==> src/oscsg_defs.svh <==
`ifndef OSCSG_DEFS_SVH
`define OSCSG_DEFS_SVH
`define OSCSG_ADDR_STOP_KEY  8'hed
`define OSCSG_ADDR_OSC_CTRL  8'hfa
`define OSCSG_ADDR_CLK_DIV   8'hd4
`define OSCSG_STOP_KEY       8'ha5
`define OSCSG_BIT_SEL        0
`define OSCSG_BIT_SUB_STOP   2
`define OSCSG_BIT_MAIN_STOP  3
`define OSCSG_DIV_LO         3
`define OSCSG_DIV_HI         4
`define OSCSG_BIT_WAKE       7
`define OSCSG_DIV_16         2'h0
`define OSCSG_DIV_8          2'h1
`define OSCSG_DIV_2          2'h2
`define OSCSG_DIV_1          2'h3
`define OSCSG_CNT_16         4'hf
`define OSCSG_CNT_8          4'h7
`define OSCSG_CNT_2          4'h1
`define OSCSG_CNT_1          4'h0
`define OSCSG_CNT_ZERO       4'h0
`define OSCSG_CNT_STEP       4'h1
`define OSCSG_KEY_CLR        8'h00
`endif

==> src/oscsg_pkg.sv <==
package oscsg_pkg;
  typedef enum logic [1:0] {
    oscsg_run_s   = 2'h0,
    oscsg_stop_s  = 2'h1,
    oscsg_reset_s = 2'h3
  } oscsg_mode_t;

  typedef struct packed {
    logic        sel;
    logic        main_stop;
    logic        sub_stop;
    logic [1:0]  div;
    logic        wake_ctl;
    logic [7:0]  key;
    oscsg_mode_t mode;
    logic [7:0]  rdata;
    logic        sys_rst;
    logic [3:0]  div_cnt;
    logic        cpu_en;
    logic        main_run;
    logic        sub_run;
    logic        stop_flag;
    logic        wake_s1;
    logic        wake_s2;
  } oscsg_state_t;
endpackage : oscsg_pkg

==> src/oscsg_top.sv <==
`timescale 1ns/1ps
`include "oscsg_defs.svh"
// Functional notes
// RQ1: bit 0 selects main or sub clock
// RQ2: bit 3 set stops main oscillator
// RQ3: bit 2 set stops sub oscillator
// RQ4: reset clears select and both stop bits
// RQ5: unused control bits read as zero
// RQ6: stop allowed only with key a5
// RQ7: stop without key raises system reset
// RQ8: reset clears the stop key register
// RQ9: divider field divides by 1,2,8,16
// RQ10: software keeps divide-by-1 on sub clock
// RQ11: software order: divider, select, main stop
// RQ12: software restarts main before reselecting it
// RQ13: software waits about 16 ms between steps
// RQ14: registers reached by direct register address only
// RQ15: stop halts main; reset or interrupt restarts
// RQ16: clock select switches without glitched pulses
module oscsg_top
  import oscsg_pkg::*;
(
  // clock and reset
  input  wire logic       clock,
  input  wire logic       nrst,
  // direct register port, register addressing only
  input  wire logic [7:0] reg_addr,
  input  wire logic       reg_wr,
  input  wire logic       reg_rd,
  input  wire logic [7:0] reg_wdata,
  output logic      [7:0] reg_rdata,
  // cpu events
  input  wire logic       stop_exec,
  input  wire logic       ext_wake_irq,
  // oscillator and clock control
  output logic            main_osc_run,
  output logic            sub_osc_run,
  output logic            sub_selected,
  output logic            cpu_clk_en,
  output logic            in_stop,
  output logic            stop_reset_req
);

  // whole state of the block, registered once per clock
  oscsg_state_t s_r;
  oscsg_state_t s_nxt;

  // reset image; both oscillators come up running on the main clock
  localparam oscsg_state_t rst_val = '{
    sel:       1'b0,
    main_stop: 1'b0,
    sub_stop:  1'b0,
    div:       `OSCSG_DIV_16,
    wake_ctl:  1'b0,
    key:       `OSCSG_KEY_CLR,
    mode:      oscsg_run_s,
    rdata:     '0,
    sys_rst:   1'b0,
    div_cnt:   `OSCSG_CNT_ZERO,
    cpu_en:    1'b0,
    main_run:  1'b1,
    sub_run:   1'b1,
    stop_flag: 1'b0,
    wake_s1:   1'b0,
    wake_s2:   1'b0
  };

  always_comb begin
    logic [3:0] limit;
    limit = `OSCSG_CNT_16;
    s_nxt = s_r;

    // pulses and read data last one cycle unless set again
    s_nxt.sys_rst = 1'b0;
    s_nxt.rdata   = '0;

    // two flops before anything reads the wake pin
    s_nxt.wake_s1 = ext_wake_irq;
    s_nxt.wake_s2 = s_r.wake_s1;

    if (reg_wr) begin // see RQ14
      unique case (reg_addr)
        `OSCSG_ADDR_OSC_CTRL: begin
          s_nxt.sel       = reg_wdata[`OSCSG_BIT_SEL];       // see RQ1
          s_nxt.main_stop = reg_wdata[`OSCSG_BIT_MAIN_STOP]; // see RQ2
          s_nxt.sub_stop  = reg_wdata[`OSCSG_BIT_SUB_STOP];  // see RQ3
        end
        `OSCSG_ADDR_STOP_KEY: begin
          s_nxt.key = reg_wdata;
        end
        `OSCSG_ADDR_CLK_DIV: begin
          s_nxt.div      = reg_wdata[`OSCSG_DIV_HI:`OSCSG_DIV_LO]; // see RQ9
          s_nxt.wake_ctl = reg_wdata[`OSCSG_BIT_WAKE];
        end
        default: begin
        end
      endcase
    end
    if (reg_rd) begin
      unique case (reg_addr)
        `OSCSG_ADDR_OSC_CTRL: begin
          s_nxt.rdata[`OSCSG_BIT_SEL]       = s_r.sel; // see RQ5
          s_nxt.rdata[`OSCSG_BIT_SUB_STOP]  = s_r.sub_stop;
          s_nxt.rdata[`OSCSG_BIT_MAIN_STOP] = s_r.main_stop;
        end
        `OSCSG_ADDR_STOP_KEY: begin
          s_nxt.rdata = s_r.key;
        end
        `OSCSG_ADDR_CLK_DIV: begin
          s_nxt.rdata[`OSCSG_DIV_HI:`OSCSG_DIV_LO] = s_r.div;
          s_nxt.rdata[`OSCSG_BIT_WAKE]             = s_r.wake_ctl;
        end
        default: begin
        end
      endcase
    end
    unique case (s_r.mode)
      oscsg_run_s: begin
        if (stop_exec) begin
          if (s_r.key == `OSCSG_STOP_KEY) begin // see RQ6
            s_nxt.mode = oscsg_stop_s;
          end else begin
            s_nxt.mode    = oscsg_reset_s; // see RQ7
            s_nxt.sys_rst = 1'b1;
          end
        end
      end
      oscsg_stop_s: begin
        if (s_r.wake_s2) begin // see RQ15
          s_nxt.mode = oscsg_run_s;
        end
      end
      oscsg_reset_s: begin
        // a refused stop returns the clock registers to their reset values
        s_nxt.mode      = oscsg_run_s;
        s_nxt.sel       = rst_val.sel; // see RQ4
        s_nxt.main_stop = rst_val.main_stop;
        s_nxt.sub_stop  = rst_val.sub_stop;
        s_nxt.key       = rst_val.key; // see RQ8
        s_nxt.div       = rst_val.div;
        s_nxt.wake_ctl  = rst_val.wake_ctl;
      end
      default: begin
        s_nxt.mode = oscsg_run_s;
      end
    endcase
    unique case (s_r.div)
      `OSCSG_DIV_16: limit = `OSCSG_CNT_16;
      `OSCSG_DIV_8:  limit = `OSCSG_CNT_8;
      `OSCSG_DIV_2:  limit = `OSCSG_CNT_2;
      `OSCSG_DIV_1:  limit = `OSCSG_CNT_1;
    endcase
    // enable pulses once per period; a divider change applies at once and can shorten the current one
    if (s_r.mode == oscsg_stop_s) begin
      s_nxt.cpu_en  = 1'b0;
      s_nxt.div_cnt = `OSCSG_CNT_ZERO;
    end else if (s_r.div_cnt >= limit) begin // see RQ9
      s_nxt.cpu_en  = 1'b1;
      s_nxt.div_cnt = `OSCSG_CNT_ZERO;
    end else begin
      s_nxt.cpu_en  = 1'b0;
      s_nxt.div_cnt = s_r.div_cnt + `OSCSG_CNT_STEP;
    end

    // status copies, so every output leaves a flip-flop
    s_nxt.main_run  = !s_nxt.main_stop && (s_nxt.mode != oscsg_stop_s); // see RQ2 see RQ15
    s_nxt.sub_run   = !s_nxt.sub_stop; // see RQ3
    s_nxt.stop_flag = (s_nxt.mode == oscsg_stop_s);
  end

  always_ff @(posedge clock or negedge nrst) begin
    if (!nrst) begin
      s_r <= rst_val; // see RQ4 see RQ8
    end else begin
      s_r <= s_nxt;
    end
  end

  // the select bit is only registered; the downstream mux retimes it on both clocks
  assign reg_rdata      = s_r.rdata;
  assign main_osc_run   = s_r.main_run; // see RQ15
  assign sub_osc_run    = s_r.sub_run;
  assign sub_selected   = s_r.sel; // see RQ16
  assign cpu_clk_en     = s_r.cpu_en;
  assign in_stop        = s_r.stop_flag;
  assign stop_reset_req = s_r.sys_rst;

endmodule : oscsg_top

==> config.mk <==
export PLATFORM = sky130hd
export DESIGN_NAME = oscsg_top
export DESIGN_NICKNAME = d
export VERILOG_FILES = /design/src/oscsg_pkg.sv /design/src/oscsg_top.sv
export VERILOG_INCLUDE_DIRS = /design/src
export SDC_FILE = /design/constraint.sdc
export NUM_CORES = 1
export LEC_CHECK = 0
export BUFFER_PORTS_ARGS = -buffer_cell sky130_fd_sc_hd__buf_2
export CORE_ASPECT_RATIO = 1.25
export CORE_MARGIN = 4
export CORE_UTILIZATION = 25
export DETAILED_ROUTE_END_ITERATION = 6
export HOLD_SLACK_MARGIN = 0.15
export PLACE_DENSITY = 0.42
export SLEW_MARGIN = 30
export SYNTH_ARGS = -nofsm -noshare
export SYNTH_HDL_FRONTEND = slang
export SYNTH_SLANG_ARGS = --single-unit
==> constraint.sdc <==
create_clock -name clock -period 2.4 [get_ports clock]
set_input_delay 0.48 -clock clock [delete_from_list [all_inputs] [get_ports clock]]
set_output_delay 0.48 -clock clock [all_outputs]
set_load 0.01 [all_outputs]
[After elaboration in Yosys (flattened, before gate mapping)]
Index checks and enable logic that the tools add are counted.
Storage, ports and cells
  register bits: 35
  output and inout port bits: 14
  word-level logic and storage cells: 64
Operators by class
  $add $sub $neg: 1
  order comparisons: 1
  equality and inequality tests: 11
  mux-type cells: 23
  reduce and logical (&&, ||, !) cells: 12
Operators with widths (count)
  $eq 8x8->1 const B: 4
  $mux 14: 2
  $mux 8: 2
  $pmux 4 s4: 1
  $mux 5: 2
  $mux 2: 4
  $pmux 1 s2: 4
  $reduce_bool 2->1: 4
  $eq 2x1->1 const B: 3
  $eq 2x2->1 const B: 3
  $mux 3: 2
  $reduce_and 2->1: 3
  $add 4x1->4 const B: 1
  $ge 4x4->1: 1
  $logic_not 2->1: 2
  $mux 1: 4
  $pmux 2 s2: 1
  $pmux 1 s3: 1
  $logic_not 1->1: 2
  $ne 2x1->1 const B: 1
  $logic_and 1x1->1: 1

[Logic depth before layout (Yosys ltp)]
  depth after elaboration: 6
  mapped depth: 6

[Worst setup path after synthesis]
OpenSTA, ideal clock, no wires.
  kind: input to register
  start: input reg_addr[3]
  end: register s_r, in the netlist sub_osc_run
  arrival time: 1571 ps
  path slack: 745 ps
  stages: 4
  path buffers: 0
  cell sequence: nand4_2 -> or4_4 -> mux2i_1 -> or2_2
RTL lines
  from (decl): RTL line oscsg_top.sv:27  | input wire logic [7:0] reg_addr,
  to (signal assigned): RTL line oscsg_top.sv:173  | s_r <= rst_val;
  to (signal assigned): RTL line oscsg_top.sv:175  | s_r <= s_nxt;
  to (decl): RTL line oscsg_top.sv:45  | oscsg_state_t s_r;

==> impl_metrics.toml <==
[logic_synthesis]
yosysTopAreaCell = "dfrtp_1"
synth.area.top_cells = "dfrtp_1 53%, a22o_1 5.6%, ha_1 4.0%"
async_reset_ff_share_pct = 100.0
yosysWarnings = 0
synth_area_mm2 = 0.001568
ys_ff_latch = 35
yosys.area.top_type_share_pct = 52.67
yosys_most_used_dff = "dfrtp_1"
avgSynthCellArea_um2 = 12.25
syn_inst = 128
synth_nets = 155
synth_edf_count = 0
ys_seq_area_share_pct = 56.03
synth_cell_type_count = 37

[worst_setup_path]
worstSetupEndpointType = "flip-flop"
slowest_delay_ps = 440
critical_path_class = "reg2reg"
r2r_slack_ps = 590
arrival_ps = 2020
critPathMaxFanout = 6
worst_ep_required_time_ps = 2610
worstPathCellList = "or2_2 > ha_1 > nand2_1 > o21ai_0 > a21boi_0"
critPathTopFamily = "compound AO/OA/AOI/OAI gates"
rr_startpoint = "s_r[31]"
crit_buf_inv = 0
cpMaxStageDelayCell = "dfrtp_1"
rr_endpoint = "cpu_clk_en"
reg2reg_depth = 5
startpoint_type = "flip-flop"

[sta]
worst_pin_slew_ps = 773.2
slew_headroom_pct = 48.45
period_share_pct = 75.48
fin_tns_setup_ps = 0
fin_crit_ps = 1812
max_freq_mhz = 552.0
hold_violations = 0
fin_skew_ps = 5.005
final_max_slew_viol_count = 0
grt_setup_unrepaired = "false"
setup_viol = 0

[final_layout]
finalInstanceArea_mm2 = 0.001884
n_antenna_cell = 0
finalNetCount = 186
area.growth.synth_to_final_pct = 20.19
drive_above_1_share_pct = 31.25

[clock_network]
clock_path_buffers = 2
cts_buffers = 5
cts.clk_slew.worst_paths_ps = 70
root_buffer = "clkbuf_8"
clk_latency_ps = 280
ctsHtreeMaxLevel = 2
cts_sinks = 35
ctsResizeCount = 0
postCtsHoldBufs = 0
cts_post_setup_buffers_inserted = 0
cts_tree = "done"

[global_routing]
grt_pass1_wl_mm = 5.761
track_usage_pct = 10.11
grt_pass1_vias = 1160
antenna_found_initial = 0
grt-ovfl-total = 0
grt_max_degree = 36

[detailed_routing]
drt_wl_total_mm = 3.545
wl_met1_mm = 1.444
highest_layer = "met4"
wl_met2_mm = 1.820
num_vias = 1111
routed_via_density = 4.535
wire_per_inst_um = 14.47
ant_nets = 0
drt_iter0_drc = 21
firstDrtPassIters = 4
drc = 0
wl_met3_um = 153

[place]
place.gp.congestion = 0.6975
placed_cell_area_mm2 = 0.001778
hpwl_mm = 2.717
port_buffers = 35

[job]
cap_violations = 0

[outcome]
outcome = "complete, no violations"

[floorplanning]
die_h_um = 96.54
core_mm2 = 0.006126
die-area_mm2 = 0.007610
fp.dieW_um = 78.83
initial_utilization_pct = 25.59
rows = 32
num_io_pins = 36

[power_and_ir_drop]
pwr_density_cell_mw_per_mm2 = 751.9
ir_worst_vdd_v = 0.0003099
leakage_nw = 0.9174

[hold_path]
hold_class = "in2async"
[layer usage]
metal,track usage [%],up-vias
met4,5.731,0
met1,11.46,553
met2,17.21,28
li1,-,522
met3,2.783,8
met5,0,-
[synthesized netlist by cell type, drive strengths merged, types with 3 or more instances]
cell,instances
nand3,5
nand2,6
nand2b,6
a22o,10
ha,5
nor3,4
a32o,4
dfrtp,33
buf,9
inv,3
and3,3
a21oi,8
[final cells by class]
type / count / area, um^2
clock inverters: 1 / 30.03
flip-flops and latches: 35 / 878.3
clock buffers: 7 / 76.32
fillers: 642 / 4242
well taps: 85 / 106.4
multi-input cells: 79 / 606.8
inverters: 3 / 11.26
repair buffers: 35 / 175.2
[placed cells by master (no fill, tap or decap), types with 5 or more instances in the layout]
cell type	Yosys	final
clkbuf_8	0	5
a21oi_1	8	8
dfrtp_1	33	33
ha_1	5	5
nand2_1	6	6
a22o_1	10	10
nand2b_1	6	6
buf_2	0	35
nand3_1	5	5
[worst max-delay path by stage]
stage / start / end / cells after the start
after global routing: s_r[31] / cpu_clk_en / 5
after CTS: s_r[31] / cpu_clk_en / 5
after floorplan: reg_addr[3] / sub_osc_run / 4
final: s_r[31] / cpu_clk_en / 5
after detailed placement: reg_addr[3] / s_r[25] / 5
after global placement: reg_wr / sub_osc_run / 5
[through the flow]
stage / power, mW / utilization [%] / hold slack [ps] / std cells / setup WS, ps
floorplan: 0.8312 / - / 184.4 / 128 / 744.6
global placement: 0.9089 / 29.02 / 333.1 / 237 / 549.5
detailed placement: 0.9182 / 29.02 / 357.0 / 237 / 504.0
CTS: 1.436 / 30.76 / 286.4 / 245 / 550.7
global route: 1.501 / 30.76 / 294.1 / 245 / 471.8
finish: 1.417 / 30.76 / 260.9 / 245 / 588.4
[where the power goes]
group	total (mW)	switching, mW	internal [mW]
Combinational	0.206	0.109	0.0972
Sequential	0.694	0.0457	0.649
Clock	0.516	0.205	0.311
[cells by family (layout without fill, tap and decap cells)]
family                   Yosys count  in the layout  share of synthesized area, %
AND/OR/NAND/NOR                   43             43                         19.23
AO/OA/AOI/OAI                     27             27                         13.09
XOR/XNOR                           2              2                         1.118
multiplexers                       2              2                         1.277
adder cells (fa/ha/maj)            5              5                         3.990
buffers and inverters             14             46                         5.267
flip-flops                        35             35                         56.03
[sequential cells by signal, indices dropped and copies added (netlist names)]
register and cells:
s_r 20, reg_rdata 8, cpu_clk_en 1, in_stop 1
main_osc_run 1, s_nxt 1, stop_reset_req 1, sub_osc_run 1
sub_selected 1
[worst register-to-register path, cell delays in order, from the launching register on]
cell      delay (ps)
dfrtp_1          440
or2_2            310
ha_1             290
nand2_1           50
o21ai_0          420
a21boi_0         230
No activity file was read; power rests on OpenSTA's default activity.
